## src/verilog/terminal_io_defines.vh

```
// constants for the terminal input/output conditioning block
`ifndef TERMINAL_IO_DEFINES_VH
`define TERMINAL_IO_DEFINES_VH
// register byte offsets
`define REG_IN_POLARITY   12'h000
`define REG_OUT_CONFIG    12'h004
`define REG_RESET_TERM    12'h008
`define REG_IN_RESP_0     12'h00c
`define REG_IN_STATE      12'h020
`define REG_STATUS_IN     12'h024
`define REG_IRQ_STATUS    12'h028
`define REG_IRQ_MASK      12'h02c
// polarity encodings
`define POL_NORMALLY_OPEN   1'b0
`define POL_NORMALLY_CLOSED 1'b1
// output configuration fields
`define OC_COL_FUNC_LSB 0
`define OC_REL_FUNC_LSB 8
`define OC_COL_POL_BIT  16
`define OC_REL_POL_BIT  17
// reset values
`define RST_OUT_CONFIG  32'h0002_ffff
`define RST_RESP_TIME   8'h00
`define RST_RESET_TERM  3'h7
// function code for "no function"
`define FUNC_NONE       8'hff
// timing
`define RESP_STEP_NS    2000000
`define CLK_PERIOD_NS   50
`define RESP_STEP_CYCLES (`RESP_STEP_NS / `CLK_PERIOD_NS)
`define RESP_MAX        8'hc8
`endif

```

## src/verilog/terminal_io_conditioning.v

```verilog
// terminal input/output conditioning with APB register access
//
// The implementer's own choices: the register addresses and register access over APB.
`timescale 1ns/1ps
`default_nettype none
`include "terminal_io_defines.vh"
module terminal_io_conditioning
#(
  parameter integer NUM_INPUTS  = 5,
  parameter integer STEP_CYCLES = `RESP_STEP_CYCLES
)
(
  // apb clock and reset
  input  wire        pclk,
  input  wire        presetn,
  // apb slave
  input  wire        psel,
  input  wire        penable,
  input  wire        pwrite,
  input  wire [11:0] paddr,
  input  wire [31:0] pwdata,
  output reg  [31:0] prdata,
  output reg         pready,
  output reg         pslverr,
  // terminal inputs, high while contact closed
  input  wire [4:0]  contact_closed,
  // drive status signals
  input  wire        running,
  input  wire        arrival_constant_speed,
  input  wire        arrival_over_frequency,
  input  wire        overload_notice,
  input  wire        pid_deviation,
  input  wire        alarm_signal,
  input  wire        arrival_set_frequency,
  input  wire        undervoltage_flag,
  input  wire        run_time_expired,
  input  wire        power_on_time_expired,
  input  wire        thermal_warning,
  input  wire        zero_speed_detect,
  input  wire        analog_disconnect_detect,
  input  wire        pid_second_stage,
  input  wire        network_disconnect_detect,
  input  wire        logic_operation_result,
  input  wire        starting_contact,
  input  wire        heatsink_overheat,
  input  wire        low_current_detect,
  input  wire        drive_ready,
  input  wire        forward_rotation,
  input  wire        reverse_rotation,
  input  wire        major_failure,
  input  wire        window_comparator,
  input  wire        frequency_source_indicator,
  input  wire        run_source_indicator,
  input  wire        second_motor_selected,
  // conditioned inputs to drive control
  output reg  [4:0]  input_active,
  // terminal outputs
  output reg         collector_conduct,
  output reg         relay_coil,
  // interrupt
  output reg         irq
);

  // ************************************************************
  // status selection
  // ************************************************************
  function sel_status;
    input [7:0]  code;
    input [31:0] st;
    begin
      case (code)
        8'h00: sel_status = st[0];
        8'h01: sel_status = st[1];
        8'h02: sel_status = st[2];
        8'h03: sel_status = st[3];
        8'h04: sel_status = st[4];
        8'h05: sel_status = st[5];
        8'h06: sel_status = st[6];
        8'h09: sel_status = st[7];
        8'h11: sel_status = st[8];
        8'h12: sel_status = st[9];
        8'h13: sel_status = st[10];
        8'h21: sel_status = st[11];
        8'h27: sel_status = st[12];
        8'h31: sel_status = st[13];
        8'h32: sel_status = st[14];
        8'h33: sel_status = st[15];
        8'h41: sel_status = st[16];
        8'h42: sel_status = st[17];
        8'h43: sel_status = st[18];
        8'h50: sel_status = st[19];
        8'h51: sel_status = st[20];
        8'h52: sel_status = st[21];
        8'h53: sel_status = st[22];
        8'h54: sel_status = st[23];
        8'h58: sel_status = st[24];
        8'h59: sel_status = st[25];
        8'h60: sel_status = st[26];
        default: sel_status = 1'b0;
      endcase
    end
  endfunction

  // response-time words sit in a run of five aligned slots
  function resp_hit;
    input [11:0] addr;
    begin
      resp_hit = (addr >= `REG_IN_RESP_0) && (addr < `REG_IN_RESP_0 + 12'h014) && (addr[1:0] == 2'b00);
    end
  endfunction

  function [2:0] resp_slot;
    input [11:0] addr;
    reg   [11:0] offs;
    begin
      offs      = addr - `REG_IN_RESP_0;
      resp_slot = offs[4:2];
    end
  endfunction

  wire [31:0] status_vec;
  assign status_vec = {5'h00, second_motor_selected, run_source_indicator, frequency_source_indicator,
                       window_comparator, major_failure, reverse_rotation, forward_rotation, drive_ready,
                       low_current_detect, heatsink_overheat, starting_contact, logic_operation_result,
                       network_disconnect_detect, pid_second_stage, analog_disconnect_detect,
                       zero_speed_detect, thermal_warning, power_on_time_expired, run_time_expired,
                       undervoltage_flag, arrival_set_frequency, alarm_signal, pid_deviation,
                       overload_notice, arrival_over_frequency, arrival_constant_speed, running};

  // ************************************************************
  // registers
  // ************************************************************
  reg  [4:0]  input_polarity_select;
  reg  [31:0] out_config;
  reg  [2:0]  reset_terminal;
  reg  [7:0]  input_response_time [0:NUM_INPUTS-1];
  reg  [4:0]  irq_status;
  reg  [4:0]  irq_mask;
  reg  [4:0]  raw_active;
  reg  [4:0]  prev_active;
  reg         filter_bypass;
  reg         event_arm;
  reg  [23:0] hold_cnt [0:NUM_INPUTS-1];
  reg  [7:0]  step_cnt [0:NUM_INPUTS-1];

  wire [7:0]  collector_output_function;
  wire [7:0]  relay_output_function;
  wire        collector_output_polarity;
  wire        relay_output_polarity;
  assign collector_output_function = out_config[`OC_COL_FUNC_LSB+7:`OC_COL_FUNC_LSB];
  assign relay_output_function     = out_config[`OC_REL_FUNC_LSB+7:`OC_REL_FUNC_LSB];
  assign collector_output_polarity = out_config[`OC_COL_POL_BIT];
  assign relay_output_polarity     = out_config[`OC_REL_POL_BIT];

  wire        wr_en;
  wire        rd_en;
  assign wr_en = psel & penable & pwrite & ~pready;
  assign rd_en = psel & penable & ~pwrite & ~pready;

  // ************************************************************
  // input polarity
  // ************************************************************
  // one loop variable per process so none has two drivers
  integer i;
  integer j;
  integer k;
  always @*
  begin
    for (j = 0; j < 5; j = j + 1)
    begin
      if ((reset_terminal == j[2:0]) ||
          (input_polarity_select[j] == `POL_NORMALLY_OPEN))
        raw_active[j] = contact_closed[j];
      else
        raw_active[j] = ~contact_closed[j];
    end
  end

  // ************************************************************
  // response filter
  // ************************************************************
  // bypass lasts one cycle after reset so the first sample is taken unfiltered
  always @(posedge pclk or negedge presetn)
  begin
    if (!presetn)
      filter_bypass <= 1'b1;
    else
      filter_bypass <= 1'b0;
  end

  // first sample after reset is a load, not a change: keep it out of irq status
  always @(posedge pclk or negedge presetn)
  begin
    if (!presetn)
      event_arm <= 1'b0;
    else
      event_arm <= ~filter_bypass;
  end

  always @(posedge pclk or negedge presetn)
  begin
    if (!presetn)
    begin
      input_active <= 5'h00;
      for (i = 0; i < NUM_INPUTS; i = i + 1)
      begin
        hold_cnt[i] <= 24'h000000;
        step_cnt[i] <= 8'h00;
      end
    end
    else
    begin
      for (i = 0; i < NUM_INPUTS; i = i + 1)
      begin
        if (filter_bypass)
        begin
          input_active[i] <= raw_active[i];
          hold_cnt[i]     <= 24'h000000;
          step_cnt[i]     <= 8'h00;
        end
        else if (raw_active[i] == input_active[i])
        begin
          hold_cnt[i] <= 24'h000000;
          step_cnt[i] <= 8'h00;
        end
        else if (step_cnt[i] >= input_response_time[i])
        begin
          input_active[i] <= raw_active[i];
          hold_cnt[i]     <= 24'h000000;
          step_cnt[i]     <= 8'h00;
        end
        else if (hold_cnt[i] == STEP_CYCLES[23:0] - 24'h000001)
        begin
          hold_cnt[i] <= 24'h000000;
          step_cnt[i] <= step_cnt[i] + 8'h01;
        end
        else
          hold_cnt[i] <= hold_cnt[i] + 24'h000001;
      end
    end
  end

  // ************************************************************
  // outputs
  // ************************************************************
  always @(posedge pclk or negedge presetn)
  begin
    if (!presetn)
    begin
      collector_conduct <= 1'b0;
      relay_coil        <= 1'b0;
    end
    else
    begin
      collector_conduct <= sel_status(collector_output_function, status_vec) ^ collector_output_polarity;
      relay_coil        <= sel_status(relay_output_function, status_vec) ^ relay_output_polarity;
    end
  end

  // ************************************************************
  // apb and interrupts
  // ************************************************************
  always @(posedge pclk or negedge presetn)
  begin
    if (!presetn)
    begin
      input_polarity_select <= 5'h00;
      out_config            <= `RST_OUT_CONFIG;
      reset_terminal        <= `RST_RESET_TERM;
      irq_mask              <= 5'h00;
      irq_status            <= 5'h00;
      prev_active           <= 5'h00;
      pready                <= 1'b0;
      pslverr               <= 1'b0;
      prdata                <= 32'h00000000;
      irq                   <= 1'b0;
      for (k = 0; k < NUM_INPUTS; k = k + 1)
        input_response_time[k] <= `RST_RESP_TIME;
    end
    else
    begin
      pready      <= psel & penable & ~pready;
      pslverr     <= 1'b0;
      prev_active <= input_active;
      if (wr_en)
      begin
        case (paddr)
          `REG_IN_POLARITY: input_polarity_select <= pwdata[4:0];
          `REG_OUT_CONFIG:  out_config <= {14'h0000, pwdata[17:0]};
          `REG_RESET_TERM:  reset_terminal <= pwdata[2:0];
          `REG_IRQ_MASK:    irq_mask <= pwdata[4:0];
          `REG_IRQ_STATUS:  ;
          default:
          begin
            if (resp_hit(paddr))
            begin
              // clamp keeps the step count within the legal range
              if (pwdata[7:0] > `RESP_MAX)
                input_response_time[resp_slot(paddr)] <= `RESP_MAX;
              else
                input_response_time[resp_slot(paddr)] <= pwdata[7:0];
            end
            else
              pslverr <= 1'b1;
          end
        endcase
      end
      if (rd_en)
      begin
        case (paddr)
          `REG_IN_POLARITY: prdata <= {27'h0, input_polarity_select};
          `REG_OUT_CONFIG:  prdata <= out_config;
          `REG_RESET_TERM:  prdata <= {29'h0, reset_terminal};
          `REG_IN_STATE:    prdata <= {27'h0, input_active};
          `REG_STATUS_IN:   prdata <= status_vec;
          `REG_IRQ_STATUS:  prdata <= {27'h0, irq_status};
          `REG_IRQ_MASK:    prdata <= {27'h0, irq_mask};
          default:
          begin
            if (resp_hit(paddr))
              prdata <= {24'h0, input_response_time[resp_slot(paddr)]};
            else
            begin
              prdata  <= 32'h00000000;
              pslverr <= 1'b1;
            end
          end
        endcase
      end
      // set wins over write-one-to-clear
      irq_status <= (irq_status & ~((wr_en && paddr == `REG_IRQ_STATUS) ? pwdata[4:0] : 5'h00))
                    | ((input_active ^ prev_active) & {5{event_arm}});
      irq <= |(irq_status & irq_mask);
    end
  end

endmodule
`default_nettype wire

```

## config.mk

```make
export PLATFORM = sky130hd
export DESIGN_NAME = terminal_io_conditioning
export DESIGN_NICKNAME = d
export VERILOG_FILES = /design/src/verilog/terminal_io_conditioning.v
export VERILOG_INCLUDE_DIRS = /design/src /design/src/verilog
export SDC_FILE = /design/constraint.sdc
export NUM_CORES = 1
export LEC_CHECK = 0
export ABC_CLOCK_PERIOD_IN_PS = 3500
export BUFFER_PORTS_ARGS = -buffer_cell sky130_fd_sc_hd__buf_2
export CORE_MARGIN = 3
export CORE_UTILIZATION = 50
export CTS_BUF_LIST = sky130_fd_sc_hd__clkbuf_16
export DETAILED_ROUTE_END_ITERATION = 7
export PLACE_DENSITY_LB_ADDON = 0.12
export SETUP_SLACK_MARGIN = 0.02
export SLEW_MARGIN = 20
export SYNTH_ARGS = -nofsm -noshare
export SYNTH_HDL_FRONTEND = slang
export SYNTH_SLANG_ARGS = --single-unit
```

## constraint.sdc

```tcl
create_clock -name pclk -period 3.5 [get_ports pclk]
set_input_delay 0.7 -clock pclk [delete_from_list [all_inputs] [get_ports pclk]]
set_output_delay 0.7 -clock pclk [all_outputs]
set_load 0.05 [all_outputs]
```

==> results of run 1 <==
[layout make-up]
cell class,instances,area [sq um],share of cell area
multi-input combinational,1118,7410,0.439
sequential,280,7030,0.417
clock buffer,34,851,0.0504
timing repair buffer,127,731,0.0433
tap,384,480,0.0285
inverter,66,248,0.0147
clock inverter,26,125,0.00741
[cells in the mapped netlist, drive strengths merged, types with 7 or more instances]
library cell  count  area (sq um)
nor4b             9          78.8
and4              7          61.3
nand3            59           295
mux2             44           495
nor3             26           169
ha               54           676
clkbuf           38           143
nor2            212           798
nor4             17           121
nor2b            13          81.3
or4               7          56.3
and2              7          43.8
nand2b           12          75.1
inv              65           244
a211oi            8          60.1
xor2             93           815
buf              23           126
nand2           134           505
mux4              7           158
or3              12          75.1
xnor2            61           534
o21ai            71           355
dfstp            21           552
a22oi            14           105
dfrtp           259          6480
nand4            46           288
mux2i            21           210
and3             41           257
a21oi            41           205
o211ai           10          75.1
a2111oi           9          78.8
[per-layer routing]
metal	global-route usage	wire length [um]	up-vias
li1	-	-	5526
met1	0.305	15900	5543
met2	0.349	15600	292
met3	0.0419	2220	50
met4	0.0562	718	4
met5	0	21	-
[flip-flops by register name, summed over array words and instances (netlist names), 18 cells and up]
signal               count
step_cnt                40
prdata                  27
out_config              18
input_response_time     40
hold_cnt               120
[cells by family after synthesis]
logic type	Yosys count	synth area share
AND/OR/NAND/NOR	626	0.208
flip-flops	280	0.471
AO/OA/AOI/OAI	202	0.0875
XOR/XNOR	158	0.0966
buffers and inverters	127	0.0346
multiplexers	72	0.0578
adder cells (fa/ha/maj)	54	0.0452
other	1	0.000251
[worst max path at each step]
stage | cells after the start | from | end
final | 7 | input_response_time[22]$_DFFE_PN0P_ | hold_cnt[68]$_DFF_PN0_
after global routing | 7 | input_response_time[22]$_DFFE_PN0P_ | hold_cnt[68]$_DFF_PN0_
after CTS | 7 | input_response_time[14]$_DFFE_PN0P_ | hold_cnt[26]$_DFF_PN0_
after detailed placement | 9 | paddr[2] | prdata[4]$_DFFE_PN0P_
after global placement | 5 | paddr[2] | input_response_time[2]$_DFFE_PN0P_
after floorplan | 7 | paddr[2] | input_response_time[8]$_DFFE_PN0P_
[power groups by stage]
stage | clock, mW | combinational [mW] | sequential (mW)
6_report | 3.09 | 0.461 | 3.30
2_1_floorplan | 0 | 0.209 | 3.40
4_1_cts | 3.20 | 0.467 | 3.30
3_3_place_gp | 0 | 0.461 | 3.36
5_1_grt | 3.34 | 0.510 | 3.30
3_5_place_dp | 0 | 0.465 | 3.36
[metrics by stage]
| step | hold slack [ns] | cells | cell area (sq um) | setup slack (ns) | total power, mW |
|---|---|---|---|---|---|
| 4_1_cts | 0.233 | 2035 | 16900 | 0.642 | 6.97 |
| 5_1_grt | 0.249 | 2035 | 16900 | 0.410 | 7.15 |
| 6_report | 0.201 | 2035 | 16900 | 0.730 | 6.85 |
| 2_1_floorplan | 0.404 | 1525 | 15000 | 0.824 | 3.61 |
| 3_3_place_gp | 0.437 | 1975 | 15900 | 0.489 | 3.82 |
| 3_5_place_dp | 0.448 | 1975 | 15900 | 0.434 | 3.82 |
==> flow_summary.ini, run 1 <==
[critical_path]
cp_data_arrival_time_ns = 3.20
reg2reg_to = hold_cnt[68]$_DFF_PN0_
reg2reg_from = input_response_time[22]$_DFFE_PN0P_
critPathBufInv = 1
crit_slowest_cell = or2_2
max_stage_delay_ns = 0.60
critical_path.endpoint_type = register
critical_path_peak_fanout = 24
cp_top_family = compound AO/OA/AOI/OAI gates
crit_required_ns = 3.93
r2r_slack_ns = 0.73
crit_type = reg2reg
reg2regPathDepth = 7
cp_cell_sequence = inv_1, ha_1, and3_1, a2111oi_0, o211ai_1, or2_2, nor2_1
cp-start-kind = register

[cts]
clock_path_buffers = 3
cts_root_buf = clkbuf_16
cts_resized = 0
cts_tree = done
cts-hold-fix-buffers = 0
cts_sinks = 280
clk_pin_slew_worst_paths_ns = 0.05
h-tree-depth = 2
cts_setup_buffers = 0
clock_latency_ns = 0.51
cts_buffers = 34

[pwr]
p_per_area_nw_per_um2 = 406
p_int_mw = 5.17
swShare = 0.246
pwr-share-comb = 0.067
p_clk_frac = 0.451
irDropWorstVdd_v = 0.000293
leakage_nw = 7.49
switchingPower_mw = 1.69
power.share.sequential = 0.482

[floorplan]
rows = 62
ios = 123
die_width_um = 179
die_height_um = 179
core_sq_um = 29100
initial_core_util = 0.514
die_area_sq_um = 32000

[sta]
fin_tns_setup_ns = 0
fin_crit_sh = 0.791
hold_viol = 0
skew_ns = 0.0162
slew_headroom = 0.346
fin_crit_ns = 2.77
slew_violations = 0
worstMarginPinSlew_ns = 0.980
rsz0062_at_grt = false
finalSetupViolations = 0
max_freq_ghz = 0.361

[synth]
synth-edff-count = 0
yosys_warnings = 0
ys_seq_area_frac = 0.471
ys.flop_type = dfrtp_1
ys_ff_latch = 280
synth_cells = 1520
synth_area_sq_um = 14900
synth_cell_types = 72
async_reset_ff_frac = 1.00
avgSynthCellArea_sq_um = 9.83

[place]
routabilityCongestion = 0.916
portBuffers = 103
dp_hpwl_mm = 24.5

[routing]
drc = 0
routed_wl_mm = 34.4
drt_iter0_drc = 742
final_antenna_net_count = 0
via_per_inst = 5.61
firstDrtPassIters = 5
vias = 11415
post_drt_wl_per_cell_um = 16.9

[cells_and_area]
final_cell_mix = dfrtp_1 (259), nor2_1 (211), nand2_1 (133)
fin_util = 0.580
nets = 1762
drive_gt1_frac = 0.156
num-fill-cells = 2527
insertedDiodeCount = 0
area_growth_pct = 13.0
mostFrequentLayoutCell = dfrtp_1

[global_routing]
grt_use_total = 0.218
antenna_found_initial = 2
grt_pass1_wl_mm = 56.9
grt_pass1_vias = 11115
grt-ovfl-total = 0
grt_max_degree = 95

[outcome]
status = completed

[job]
cap_violations = 0

[worst_hold_path]
hold_class = in2async
Note: power is estimated with default switching activity, not from simulation.
==> run 2, diff against run 1 <==
- ABC_CLOCK_PERIOD_IN_PS: 3500 -> 2700
- clock period: 3.5 -> 2.7 ns (I/O delays scaled with it)
==> run 2 against run 1 <==
  * Power up 30%
  * Critical path type unchanged
  * Via count up 0.91%
  * Maximum frequency up 14%
  * Die area unchanged
  * Critical path depth unchanged
  * Register-to-register slack worse by 0.45 ns
  * Clock power up 28%
  * Clock skew down 0.0052 ns
  * Sequential power up 30%
  * Largest cell class unchanged
  * Non-clock buffer count up 33
==> flow_summary.ini, run 2 (same netlist as run 1, synthesis figures left out) <==
[outcome]
status = completed

[place]
placedCellCount = 2007
dp_hpwl_mm = 25.0
post_dp_cell_area_sq_um = 16200
place_ws_ns = 0.0540
portBuffers = 103
routabilityCongestion = 0.894

[pwr]
swShare = 0.246
total_power_mw = 8.89
p_int_mw = 6.70
leakage_nw = 7.66
p_per_area_nw_per_um2 = 518
irDropWorstVdd_v = 0.000453
power.share.sequential = 0.481
switchingPower_mw = 2.19
pwr-share-comb = 0.072
p_clk_frac = 0.447

[global_routing]
grt_pass1_wl_mm = 57.8
grt_max_degree = 71
grt-ovfl-total = 0
antenna_found_initial = 0
grt_pass1_vias = 11325
grt_use_total = 0.220

[cells_and_area]
final_cell_mix = dfrtp_1 (259), nor2_1 (211), nand2_1 (133)
top_register = hold_cnt
drive_gt1_frac = 0.170
num-fill-cells = 2562
largest_reg_flops = 120
nets = 1792
finalInstanceArea_sq_um = 17200
mostFrequentLayoutCell = dfrtp_1
area_growth_pct = 14.8
layoutNonFillerInstCount = 2067
reg.largest.list = hold_cnt (120), input_response_time (40), step_cnt (40)
fin_util = 0.590

[critical_path]
cp_cell_sequence = inv_1, ha_1, and3_1, a2111oi_0, o211ai_1, or2_2, nor2_1
crit_end = hold_cnt[104]$_DFF_PN0_
cp-start-kind = register
crit_type = reg2reg
crit_required_ns = 3.19
reg2reg_to = hold_cnt[104]$_DFF_PN0_
critical_path.endpoint_type = register
max_stage_delay_ns = 0.54
r2r_slack_ns = 0.28
cp-startpoint = input_response_time[38]$_DFFE_PN0P_
crit_slowest_cell = a2111oi_0
reg2reg_from = input_response_time[38]$_DFFE_PN0P_
reg2regPathDepth = 7
cp_data_arrival_time_ns = 2.91
critical_path_peak_fanout = 24

[sta]
fin_tns_setup_ns = 0
fin_crit_ns = 2.42
rsz0062_at_grt = false
max_freq_ghz = 0.413
slew_headroom = 0.485
hold_viol = 0
hold_ws_ns = 0.201
worstMarginPinSlew_ns = 0.772
fin_crit_sh = 0.898
setup_ws_ns = 0.276
finalSetupViolations = 0
skew_ns = 0.0109
slew_violations = 0

[floorplan]
ios = 123
die_area_sq_um = 32000
initial_core_util = 0.514
core_sq_um = 29100
die_width_um = 179
rows = 62
die_height_um = 179

[routing]
drt_iter0_drc = 819
final_antenna_net_count = 0
via_per_inst = 5.57
firstDrtPassIters = 5
vias = 11519
post_drt_wl_per_cell_um = 16.9
drc = 0
routed_wl_mm = 34.9

[worst_hold_path]
hold_class = in2reg

[cts]
cts_root_buf = clkbuf_16
cts_tree = done
cts_buffers = 31
cts_sinks = 280
cts_setup_buffers = 0
clock_path_buffers = 3
h-tree-depth = 1
clock_latency_ns = 0.57
clk_pin_slew_worst_paths_ns = 0.06

[job]
cap_violations = 0
==> run 2: changes by cell type in the layout (fill, tap and decap cells not counted), sizes merged <==
| cell | delta |
|---|---|
| buf | +32 |
| clkbuf | -3 |
| clkinv | -3 |
| bufinv | +2 |
| inv | +2 |
| diode | +1 |
| dlygate4sd3 | +1 |
==> run 2: repair_timing <==
action                                 4_1_cts  5_1_grt
setup endpoints to repair                    0       29
hold buffers                                 1        0
gates resized for setup                      0        3
endpoints found under the hold margin       57        0
==> run 2: how the worst min path moves through the flow <==
stage / startpoint / endpoint / slack (ns) / depth (start not counted)
after floorplan: presetn / collector_conduct$_DFF_PN0_ / 0.24 / 0
after global placement: hold_cnt[48]$_DFF_PN0_ / hold_cnt[48]$_DFF_PN0_ / 0.44 / 1
after detailed placement: hold_cnt[48]$_DFF_PN0_ / hold_cnt[48]$_DFF_PN0_ / 0.45 / 1
after CTS: pwdata[16] / out_config[16]$_DFFE_PN0P_ / 0.18 / 2
after global routing: pwdata[12] / out_config[12]$_DFFE_PN1P_ / 0.19 / 2
final: pwdata[12] / out_config[12]$_DFFE_PN1P_ / 0.20 / 2
==> run 2: final cells by class <==
| type | count | area, sq um | area share |
|---|---|---|---|
| multi-input cells | 1118 | 7420 | 0.433 |
| flip-flops and latches | 280 | 7030 | 0.410 |
| repair buffers | 160 | 1020 | 0.0594 |
| clock buffers | 31 | 776 | 0.0452 |
| well taps | 384 | 480 | 0.0280 |
| inverters | 66 | 248 | 0.0144 |
| clock inverters | 27 | 175 | 0.0102 |
| diodes | 1 | 2.50 | 0.000146 |
==> run 2: worst max-delay path: cells and delay by family (launching register included) <==
family	cells	cell delay, ns
flip-flops	1	0.37
AND/OR/NAND/NOR	3	0.88
AO/OA/AOI/OAI	2	0.73
buffers and inverters	1	0.06
adder cells (fa/ha/maj)	1	0.30
==> run 2: per-layer routing <==
layer	global-route usage	vias up	wire (um)
met5	0	-	0
met4	0.0523	0	797
met3	0.0299	52	2030
met2	0.360	294	15800
met1	0.312	5594	16300
li1	-	5579	-
==> run 2: power groups by stage <==
stage	clock [mW]	combinational [mW]	sequential, mW
2_1_floorplan	0	0.271	4.40
3_3_place_gp	0	0.634	4.35
3_5_place_dp	0	0.639	4.35
4_1_cts	4.09	0.642	4.28
5_1_grt	4.27	0.699	4.28
6_report	3.97	0.638	4.28
